$ cat src/rtl/psm_pkg.sv
// Purpose: Shared constants and types for the sparse memory translator
// Assumes: Processor addresses are 40 bits, PCI addresses 32 bits
// Notes: Both ends and the size decoder import this package
package psm_pkg;
  localparam int CPU_AW = 40;
  localparam int PCI_AW = 32;
  localparam int EXT_W = 32;
  localparam int LW_W = 32;
  localparam int QW_W = 64;
  // Sparse memory window: 80.0000.0000 up to 85.7FFF.FFFF
  localparam logic [4:0] SPARSE_TOP = 5'h10;
  localparam logic [2:0] REG1_LAST = 3'h3;
  localparam logic [2:0] REG2_SEL = 3'h4;
  localparam logic [2:0] REG3_SEL = 3'h5;
  // Size field values
  localparam logic [1:0] SZ_BYTE = 2'h0;
  localparam logic [1:0] SZ_WORD = 2'h1;
  localparam logic [1:0] SZ_TRI = 2'h2;
  localparam logic [1:0] SZ_LONG = 2'h3;
  localparam logic [1:0] OFF_0 = 2'h0;
  localparam logic [1:0] OFF_1 = 2'h1;
  localparam logic [1:0] OFF_2 = 2'h2;
  localparam logic [1:0] OFF_3 = 2'h3;
  // Active-low byte enables
  localparam logic [3:0] BE_B0 = 4'hE;
  localparam logic [3:0] BE_B1 = 4'hD;
  localparam logic [3:0] BE_B2 = 4'hB;
  localparam logic [3:0] BE_B3 = 4'h7;
  localparam logic [3:0] BE_W0 = 4'hC;
  localparam logic [3:0] BE_W1 = 4'h9;
  localparam logic [3:0] BE_W2 = 4'h3;
  localparam logic [3:0] BE_T0 = 4'h8;
  localparam logic [3:0] BE_T1 = 4'h1;
  localparam logic [3:0] BE_ALL = 4'h0;
  localparam logic [3:0] BE_NONE = 4'hF;
  // Longword valid mask patterns
  localparam logic [3:0] MASK_NONE = 4'h0;
  localparam logic [3:0] MASK_L0 = 4'h1;
  localparam logic [3:0] MASK_L1 = 4'h2;
  localparam logic [3:0] MASK_H0 = 4'h4;
  localparam logic [3:0] MASK_H1 = 4'h8;
  localparam logic [3:0] MASK_QUAD = 4'hC;
  // PCI commands
  localparam logic [3:0] CMD_MEM_RD = 4'h6;
  localparam logic [3:0] CMD_MEM_WR = 4'h7;
  localparam logic [3:0] CMD_IDLE = 4'h0;

  typedef enum logic [1:0] {DEV_IDLE, DEV_BUSY, DEV_RESP} psm_dev_st_e;
  typedef enum logic [1:0] {HST_IDLE, HST_WAIT, HST_DONE} psm_hst_st_e;
endpackage

$ cat src/rtl/psm_if.sv
// Purpose: Processor bus between requester and sparse translator
// Assumes: One request outstanding at a time, single clock
// Notes: Request fields hold steady from req rise until ack
`timescale 1ns/10ps
`default_nettype none
interface psm_if;
  import psm_pkg::*;
  logic req;
  logic write;
  logic [CPU_AW-1:3] addr;
  logic [3:0] lw_mask;
  logic second;
  logic [QW_W-1:0] wdata;
  logic ack;
  logic [QW_W-1:0] rdata;

  modport host (
    output req, write, addr, lw_mask, second, wdata,
    input ack, rdata
  );
  modport dev (
    input req, write, addr, lw_mask, second, wdata,
    output ack, rdata
  );
endinterface
`default_nettype wire

$ cat src/rtl/psm_translator.sv
// Purpose: Turns processor sparse memory accesses into PCI memory cycles
// Assumes: PCI master side holds nothing but one cycle at a time
// Notes: The window extension is a plain input, no register here
//
// How it works
// - Claim 80.0000.0000 to 85.7FFF.FFFF as sparse.
// - Address bits 7:3 encode size, enables, ad low.
// - Extension bits relocate each region upward.
// - Byte size: offsets give single-lane enables.
// - Word and tribyte enables per offset.
// - Longword enables all; quadword ad 000.
// - ad2 copies bit 7 except for quadwords; ad1:0 always zero.
// - Enables are active low per lane.
// - Processor bits 30:8 drive ad 25:3.
// - ad 31:26 chosen per region from extension and address bits 33:31.
// - Undefined combinations complete without error.
// - Requester places sub-longword data in lanes.
// - Data lanes keep position; a non-quad upper longword moves to bits 31:0.
// - Requester uses quadword ops only for quadwords.
// - No prefetch; read only requested bytes.
// - Read mask lines must stay zero.
// - Write size bits come from mask and cycle.
// - Requester sends only listed write masks.
// - Requester separates mergeable writes with barriers.
// - Requester orders sparse against dense with barriers.
`timescale 1ns/10ps
`default_nettype none
module psm_translator
  import psm_pkg::*;
(
  // Clock and reset
  input wire logic clk,
  input wire logic rst_b,
  // Processor side
  psm_if.dev cpu,
  // Window extension bits set by software
  input wire logic [EXT_W-1:0] mem_window_extension,
  // PCI master request
  output logic pci_req,
  output logic [3:0] pci_cmd,
  output logic [PCI_AW-1:0] pci_addr,
  output logic [3:0] pci_be_n,
  output logic pci_quad,
  output logic [QW_W-1:0] pci_wdata,
  // PCI completion
  input wire logic pci_done,
  input wire logic [QW_W-1:0] pci_rdata
);
  typedef struct packed {
    psm_dev_st_e st;
    logic req;
    logic [3:0] cmd;
    logic [PCI_AW-1:0] addr;
    logic [3:0] be_n;
    logic quad;
    logic [QW_W-1:0] wdata;
    logic ack;
    logic [QW_W-1:0] rdata;
  } psm_dev_s;

  psm_dev_s st_r;
  psm_dev_s st_nxt;

  logic [1:0] wr_size;
  logic wr_hi;
  logic [1:0] size;
  logic [1:0] offs;
  logic is_quad;
  logic hit;
  logic [3:0] be_n;
  logic [5:0] ad_high;
  logic [PCI_AW-1:0] ad;
  logic [QW_W-1:0] lanes;

  psm_wsize u_wsize (
    .lw_mask(cpu.lw_mask),
    .second(cpu.second),
    .size(wr_size),
    .lane_hi(wr_hi)
  );

  // Size from address on reads, from the mask on writes
  assign size = cpu.write ? wr_size : cpu.addr[4:3];
  assign offs = cpu.addr[6:5];
  assign is_quad = (size == SZ_LONG) && (offs == OFF_3);

  // Window decode; upper half of 85 belongs to sparse I/O
  always_comb begin
    hit = 1'b0;
    if (cpu.addr[39:35] == SPARSE_TOP) begin
      if (cpu.addr[34:32] <= REG2_SEL) begin
        hit = 1'b1;
      end else if (cpu.addr[34:32] == REG3_SEL) begin
        hit = ~cpu.addr[31];
      end
    end
  end

  // Enables, active low, one bit per byte lane
  always_comb begin
    be_n = BE_NONE;
    case ({size, offs})
      {SZ_BYTE, OFF_0}: be_n = BE_B0;
      {SZ_BYTE, OFF_1}: be_n = BE_B1;
      {SZ_BYTE, OFF_2}: be_n = BE_B2;
      {SZ_BYTE, OFF_3}: be_n = BE_B3;
      {SZ_WORD, OFF_0}: be_n = BE_W0;
      {SZ_WORD, OFF_1}: be_n = BE_W1;
      {SZ_WORD, OFF_2}: be_n = BE_W2;
      {SZ_TRI, OFF_0}: be_n = BE_T0;
      {SZ_TRI, OFF_1}: be_n = BE_T1;
      {SZ_LONG, OFF_0}: be_n = BE_ALL;
      {SZ_LONG, OFF_3}: be_n = BE_ALL;
      // Gaps still run on the bus with no lane enabled, no error
      default: be_n = BE_NONE;
    endcase
  end

  // Upper PCI address bits per region
  always_comb begin
    ad_high = {mem_window_extension[7:2]};
    if (cpu.addr[34:32] <= REG1_LAST) begin
      ad_high = {mem_window_extension[31:29], cpu.addr[33:31]};
    end else if (cpu.addr[34:32] == REG2_SEL) begin
      ad_high = {mem_window_extension[15:11], cpu.addr[31]};
    end
  end

  // Quadword address from bits 30:8; bit 7 dropped for quadwords
  assign ad = {ad_high, cpu.addr[30:8],
               is_quad ? 1'b0 : cpu.addr[7], 2'b00};

  // Lanes keep their position; only the longword half is chosen
  always_comb begin
    lanes = cpu.wdata;
    if (!is_quad && wr_hi) begin
      lanes = {{LW_W{1'b0}}, cpu.wdata[QW_W-1:LW_W]};
    end
  end

  always_comb begin
    st_nxt = st_r;
    st_nxt.ack = 1'b0;
    case (st_r.st)
      DEV_IDLE: begin
        if (cpu.req && hit) begin
          st_nxt.req = 1'b1;
          st_nxt.cmd = cpu.write ? CMD_MEM_WR : CMD_MEM_RD;
          st_nxt.addr = ad;
          st_nxt.be_n = be_n;
          st_nxt.quad = is_quad;
          st_nxt.wdata = cpu.write ? lanes : {QW_W{1'b0}};
          st_nxt.st = DEV_BUSY;
        end else if (cpu.req) begin
          // Not ours: answer with zeros so the requester never hangs
          st_nxt.ack = 1'b1;
          st_nxt.rdata = {QW_W{1'b0}};
          st_nxt.st = DEV_RESP;
        end
      end
      DEV_BUSY: begin
        if (pci_done) begin
          st_nxt.req = 1'b0;
          st_nxt.cmd = CMD_IDLE;
          st_nxt.ack = 1'b1;
          // Only the fetched lanes come back, nothing read ahead
          st_nxt.rdata = (st_r.cmd == CMD_MEM_RD) ? pci_rdata
                                                  : {QW_W{1'b0}};
          st_nxt.st = DEV_RESP;
        end
      end
      DEV_RESP: begin
        // One idle cycle lets the requester drop req before re-decode
        st_nxt.st = DEV_IDLE;
      end
      default: begin
        st_nxt.st = DEV_IDLE;
      end
    endcase
  end

  always_ff @(posedge clk or negedge rst_b) begin
    if (!rst_b) begin
      st_r <= '{st: DEV_IDLE, req: 1'b0, cmd: CMD_IDLE,
                addr: {PCI_AW{1'b0}}, be_n: BE_NONE, quad: 1'b0,
                wdata: {QW_W{1'b0}}, ack: 1'b0, rdata: {QW_W{1'b0}}};
    end else begin
      st_r <= st_nxt;
    end
  end

  // Outputs
  assign pci_req = st_r.req;
  assign pci_cmd = st_r.cmd;
  assign pci_addr = st_r.addr;
  assign pci_be_n = st_r.be_n;
  assign pci_quad = st_r.quad;
  assign pci_wdata = st_r.wdata;
  assign cpu.ack = st_r.ack;
  assign cpu.rdata = st_r.rdata;
endmodule
`default_nettype wire

$ cat src/rtl/psm_wsize.sv
// Purpose: Recover size bits and longword half of a sparse write
// Assumes: Mask is one of the listed write patterns
// Notes: Purely combinational, used by the translator end
`timescale 1ns/10ps
`default_nettype none
module psm_wsize
  import psm_pkg::*;
(
  // Write mask and data cycle
  input wire logic [3:0] lw_mask,
  input wire logic second,
  // Recovered fields
  output logic [1:0] size,
  output logic lane_hi
);
  // Odd mask bits mark the upper longword of the quadword
  assign lane_hi = lw_mask[1] | lw_mask[3];

  always_comb begin
    size = SZ_BYTE;
    case (lw_mask)
      MASK_L0, MASK_L1: size = second ? SZ_TRI : SZ_BYTE;
      MASK_H0, MASK_H1: size = second ? SZ_LONG : SZ_WORD;
      MASK_QUAD: size = SZ_LONG;
      // Other patterns are unpredictable; still mapped to something
      default: size = SZ_BYTE;
    endcase
  end
endmodule
`default_nettype wire

$ cat src/flat_wrapper.sv
// flat-port wrapper written by rule: the top's interface ports become plain ports
module psm_translator_flat import psm_pkg::*;
  (clk, rst_b, mem_window_extension, pci_req, pci_cmd, pci_addr, pci_be_n, pci_quad, pci_wdata, pci_done, pci_rdata, cpu_req, cpu_write, cpu_addr, cpu_lw_mask, cpu_second, cpu_wdata, cpu_ack, cpu_rdata);
  psm_if cpu_i ();
  input wire logic clk;
  input wire logic rst_b;
  input wire logic [EXT_W-1:0] mem_window_extension;
  output logic pci_req;
  output logic [3:0] pci_cmd;
  output logic [PCI_AW-1:0] pci_addr;
  output logic [3:0] pci_be_n;
  output logic pci_quad;
  output logic [QW_W-1:0] pci_wdata;
  input wire logic pci_done;
  input wire logic [QW_W-1:0] pci_rdata;
  input wire logic [$bits(cpu_i.req)-1:0] cpu_req;
  input wire logic [$bits(cpu_i.write)-1:0] cpu_write;
  input wire logic [$bits(cpu_i.addr)-1:0] cpu_addr;
  input wire logic [$bits(cpu_i.lw_mask)-1:0] cpu_lw_mask;
  input wire logic [$bits(cpu_i.second)-1:0] cpu_second;
  input wire logic [$bits(cpu_i.wdata)-1:0] cpu_wdata;
  output wire logic [$bits(cpu_i.ack)-1:0] cpu_ack;
  output wire logic [$bits(cpu_i.rdata)-1:0] cpu_rdata;
  assign cpu_i.req = cpu_req;
  assign cpu_i.write = cpu_write;
  assign cpu_i.addr = cpu_addr;
  assign cpu_i.lw_mask = cpu_lw_mask;
  assign cpu_i.second = cpu_second;
  assign cpu_i.wdata = cpu_wdata;
  assign cpu_ack = cpu_i.ack;
  assign cpu_rdata = cpu_i.rdata;
  psm_translator u_core (.clk(clk), .rst_b(rst_b), .cpu(cpu_i), .mem_window_extension(mem_window_extension), .pci_req(pci_req), .pci_cmd(pci_cmd), .pci_addr(pci_addr), .pci_be_n(pci_be_n), .pci_quad(pci_quad), .pci_wdata(pci_wdata), .pci_done(pci_done), .pci_rdata(pci_rdata));
endmodule
$ cat config.mk
export PLATFORM = sky130hd
export DESIGN_NAME = psm_translator_flat
export DESIGN_NICKNAME = d
export VERILOG_FILES = /design/src/rtl/psm_pkg.sv /design/src/rtl/psm_if.sv /design/src/rtl/psm_translator.sv /design/src/rtl/psm_wsize.sv /design/src/flat_wrapper.sv
export SDC_FILE = /design/constraint.sdc
export NUM_CORES = 1
export LEC_CHECK = 0
export ABC_AREA = 1
export BUFFER_PORTS_ARGS = -buffer_cell sky130_fd_sc_hd__buf_2
export CORE_ASPECT_RATIO = 2
export CORE_MARGIN = 4
export CORE_UTILIZATION = 40
export CTS_CLUSTER_DIAMETER = 100
export DETAILED_ROUTE_END_ITERATION = 10
export MAX_ROUTING_LAYER = met4
export PLACE_DENSITY = 0.69
export SKIP_LAST_GASP = 1
export SLEW_MARGIN = 20
export SYNTH_ARGS = -nofsm -noshare
export SYNTH_HDL_FRONTEND = slang
export SYNTH_SLANG_ARGS = --single-unit
$ cat constraint.sdc
create_clock -name clk -period 1.7 [get_ports clk]
set_input_delay 0 -clock clk [delete_from_list [all_inputs] [get_ports clk]]
set_output_delay 0 -clock clk [all_outputs]
set_load 0.05 [all_outputs]
== Word-level counts from Yosys, hierarchy flattened ==
Memory sizes are Yosys's and may differ from the RTL's.
Index checks and enable logic that the tools add are counted.
W data, S select, Z words.

* Bits in writable memories: 0
* Input bits: 207
* Word-level logic and storage cells: 67
* Latch bits: 0
* Bits in read-only memories: 64
* Output and inout port bits: 171
* Memories kept: 1
* Register bits after elaboration: 171

* Add/subtract/negate cells: 0
* Divide/modulo/power cells: 0
* Shift-type cells: 0
* Magnitude comparators: 2
* $mul: 0
* Reduce and logical (&&, ||, !) cells: 12
* Eq/ne operators: 17
* Multiplexer cells: 24
* Bitwise logic cells: 2

{| class="wikitable"
|+ Memories
! memory !! depth !! width !! read ports !! clocked after Yosys merged registers in !! write ports !! RTL line !! RTL
|-
| (no name shown) || 16 || 4 || 1 || 0 || 0 || psm_translator.sv:102 || <nowiki>case ({size, offs})</nowiki>
|}

{| class="wikitable"
|+ Operators by type and width
! operator !! count
|-
| $mux W65 || 3
|-
| $mux W64 || 3
|-
| $pmux W65 S2 || 1
|-
| $mux W106 || 1
|-
| $mux W6 || 2
|-
| $mux W2 || 5
|-
| $pmux W5 S2 || 1
|-
| $eq A4 B3 Y1 const B || 2
|-
| $eq A4 B4 Y1 const B || 2
|-
| $mux W7 || 1
|-
| $eq A3 B3 Y1 const B || 2
|-
| $ne A2 B2 Y1 const B || 3
|-
| $pmux W2 S3 || 1
|-
| $eq A5 B5 Y1 const B || 1
|-
| $mux W1 || 5
|-
| $eq A2 B2 Y1 const B || 2
|-
| $eq A4 B1 Y1 const B || 1
|-
| $eq A4 B2 Y1 const B || 1
|-
| $pmux W2 S2 || 1
|-
| $reduce_and A2 Y1 || 2
|-
| $reduce_and A4 Y1 || 1
|-
| $reduce_or A2 Y1 || 2
|-
| $le A3 B2 Y1 const B || 1
|-
| $le A3 B3 Y1 const B || 1
|-
| 10 further kinds || 12
|}

== Longest topological paths before layout ==
* Word-level depth: 12
* Mapped depth: 12
* Gate-level depth less buffers: 11

== By module ==
From an unflattened synthesis, not the netlist that was laid out.

* Cell total of the unflattened synthesis: 1085
* Area, all modules: 8783.4 um^2

{| class="wikitable"
|+ Modules (own cells, without submodules)
! module !! times used !! area each (um^2) !! sequential area each (um^2) !! cells an instance
|-
| psm_translator || 1 || 8699.6 || 4209.0 || 1068
|-
| psm_wsize || 1 || 83.8 || 0.0 || 17
|}

== Least setup slack after synthesis ==
Ideal clock, no wire load.

* Path kind: reg-to-reg
* From: register u_core.st_r[171] in the netlist's numbering
* To: register u_core.st_r (netlist bit u_core.pci_wdata[50])
* Slack: 283 ps
* Required time: 1634 ps
* Arrival: 1351 ps
* Buffers on the path: 1
* Library setup time: 66 ps
* Stages on the path, launching flop included: 9
* Clock period less this slack: 1417 ps
* Cells stage by stage: dfrtp_1 nor2_1 inv_1 nor2_1 nand3_4 nor2_4 buf_2 nand3_1 nand2_1

* Word-level cells in the longest chain between the ends: 2

{| class="wikitable"
|+ Ends and longest elaborated chain
! item !! RTL line !! RTL
|-
| from (decl) || psm_translator.sv:61 || <nowiki>psm_dev_s st_r;</nowiki>
|-
| from (signal assigned) || psm_translator.sv:184 || <nowiki>st_r <= '{st: DEV_IDLE, req: 1'b0, cmd: CMD_IDLE,</nowiki>
|-
| from (signal assigned) || psm_translator.sv:188 || <nowiki>st_r <= st_nxt;</nowiki>
|-
| $logic_not A2 Y1 || psm_translator.sv:144 || <nowiki>case (st_r.st)</nowiki>
|-
| $reduce_and A2 Y1 (no source line) || - ||
|}

Every way passes these cells.
A chain may end at the register's enable or synchronous reset.

== Worst setup path after layout ==
* From: register u_core.st_r[171] in the netlist's numbering
* To: register u_core.st_r (netlist bit u_core.pci_wdata[29])

Same word-level chain as after synthesis.

==> qor.csv <==
metric,value,unit
numCtsBuffers,17,
pin_count,378,
dieHeight,219,µm
area_growth,36.1,%
ir_drop,837,µV
dr_total_vias,8276,
syn-cell-area,8920,µm²
cts_max_path_buffers,2,
crit_arrival,1.94,ns
max_freq,0.635,GHz
post_cts_buffers,0,
fin_tns_setup,0,ns
cp-end-kind,register,
cts_root_buf,clkbuf_16,
overflow,0,
required,2.07,ns
die_x,114,µm
path_class,reg -> reg,
r2r_slack,0.13,ns
p_leak,0.00714,µW
grt_pass1_wl,42.6,mm
min_path_type,in -> reg,
finalClockSkew,0.00866,ns
wire_per_inst,15.6,µm
top_usage_layer,met2,
use_met1,23.9,%
finalWirelength,27.3,mm
vias_per_cell,4.75,
ys_ff_latch,168,
dp_hpwl,17.8,mm
clk_latency,0.44,ns
tightest_slew,0.589,ns
yosys_warnings,0,
cellPowerDensity,886,nW/µm²
fin_hold_ws,0.0375,ns
core_area,22100,µm²
critPathMaxFanout,32,
finalSetupViolCount,0,
outcome,"complete, no violations",
route.detailed.drc,0,
yosysSeqAreaShare,47.2,%
fin_crit_sh,92.6,%
drt-initial-drc-count,662,
syn_inst,1099,
rsz0062_at_grt,false,
antenna_found_initial,4,
final_hold_viol_count,0,
cts_tree,built,
use_met3,4.61,%
start_kind,register,
finalCriticalPeriod,1.57,ns
place.gp.congestion,0.914,
fin_nets,1661,
grt_max_degree,69,
slew_viol_final,0,
use_met2,37.3,%
drt_first_pass_iters,5,
htreeDepth,4,
avgSynthCellArea,8.12,µm²
grt_pass1_vias,8513,
dieArea,24900,µm²
drive_gt1_share,29.9,%
initial_core_util,40.4,%
track_usage,22.3,%
slew_headroom,60.7,%
fp-row-count,77,
clkSinkCount,168,
io_buffers,356,
path_clk_slew,0.06,ns
drv_cap,0,
synth_cell_type_count,32,
ant_nets,0,
[repair_timing]
item | 4_1_cts | 5_1_grt
gates resized for setup | 0 | 1
hold buffers | 168 | 0
endpoints found under the setup margin | 0 | 6
hold endpoints to repair | 329 | 0
[Yosys cell counts, drive strengths merged]
cell type | number | share of area [%]
dfstp | 4 | 1.2
nand4 | 1 | 0.24
buf | 207 | 17
ha | 4 | 0.56
nor2 | 9 | 0.46
o21a | 5 | 0.42
dfrtp | 164 | 46
mux2 | 3 | 0.38
nand3 | 179 | 10
mux2i | 1 | 0.11
inv | 152 | 6.4
a21oi | 2 | 0.24
conb | 1 | 0.042
nor3 | 3 | 0.22
a31oi | 1 | 0.070
nand2 | 273 | 12
o21ai | 75 | 4.3
clkbuf | 13 | 0.55
a221oi | 1 | 0.098
or2 | 1 | 0.070
[worst max-delay path, stage by stage (launching register included)]
cell     delay [ns]
dfrtp_1        0.37
nor2_1         0.10
inv_1          0.06
nor2_2         0.15
nand3_4        0.13
nor2_4         0.22
buf_12         0.22
nand3_1        0.14
nand2_1        0.09
[cells by family after synthesis]
family | share of synthesized area (%)
buffers and inverters | 23.8
flip-flops | 47.2
other | 0.0420
multiplexers | 0.491
AND/OR/NAND/NOR | 22.8
adder cells (fa/ha/maj) | 0.561
AO/OA/AOI/OAI | 5.12
[area by class of cell]
| type | instances | area, µm² |
|---|---|---|
| diodes | 4 | 10.0 |
| clock buffers | 19 | 433 |
| clock inverters | 13 | 146 |
| fillers | 1896 | 9920 |
| inverters | 152 | 571 |
| multi-input cells | 561 | 2600 |
| flip-flops and latches | 168 | 4210 |
| well taps | 276 | 345 |
| repair buffers | 550 | 3820 |
[report_power, final]
part,total (µW),internal (µW),switching [µW]
clock network,3830,2170,1660
logic,2520,838,1680
registers,4400,4260,143
total,10800,7270,3480
[layer usage]
| metal | vias up | part of all wire (%) | wire length, µm |
|---|---|---|---|
| li1 | 3945 | - | - |
| met1 | 3820 | 36 | 9700 |
| met2 | 415 | 52 | 14200 |
| met3 | 96 | 7.1 | 1950 |
| met4 | 0 | 5.4 | 1480 |
| met5 | - | 0 | 0 |
[final timing paths]
check | startpoint | to | cells after the start
worst max-delay path | u_core.st_r[171]$_DFFE_PN0P_ | u_core.pci_wdata[29]$_DFFE_PN0N_ | 8
worst min register to register | u_core.pci_addr[20]$_DFFE_PN0N_ | u_core.pci_addr[20]$_DFFE_PN0N_ | 2
worst min-delay path | cpu_addr[33] | u_core.pci_be_n[3]$_DFFE_PN1N_ | 6
max in group asynchronous | rst_b | u_core.pci_wdata[0]$_DFFE_PN0N_ | 3
worst max register to register | u_core.st_r[171]$_DFFE_PN0P_ | u_core.pci_wdata[29]$_DFFE_PN0N_ | 8
min in group asynchronous | rst_b | u_core.cpu.rdata[38]$_DFFE_PN0P_ | 2
[cells in the final DEF (no fill, tap or decap), types with 5 or more instances in the layout]
master / n
buf_2: 355
nand2_1: 270
nand3_1: 177
dlygate4sd3_1: 168
dfrtp_1: 164
inv_1: 145
o21ai_0: 69
clkbuf_16: 18
buf_4: 14
buf_12: 11
inv_2: 7
nor2_1: 7
o21a_1: 5
clkinvlp_4: 5
[registers in the layout, summed over array words and instances (netlist names)]
name / count
u_core.cpu.rdata: 64
u_core.pci_wdata: 64
u_core.pci_addr: 30
u_core.pci_be_n: 4
u_core.pci_cmd: 2
u_core.st_r: 2
u_core.cpu.ack: 1
u_core.pci_quad: 1
[stage by stage]
stage | area (µm²) | power (µW) | setup slack [ns] | cells | utilization (%)
detailed placement | 9840 | 6660 | 0.103 | 1538 | 44.6
floorplan | 8930 | 6250 | 0.284 | 1101 | -
finish | 12100 | 10800 | 0.126 | 1743 | 55.0
global placement | 9840 | 6640 | 0.0946 | 1538 | 44.6
global route | 12100 | 11200 | 0.0234 | 1743 | 55.0
CTS | 12100 | 10900 | 0.0857 | 1738 | 54.8
No activity file was read; power rests on OpenSTA's default activity.
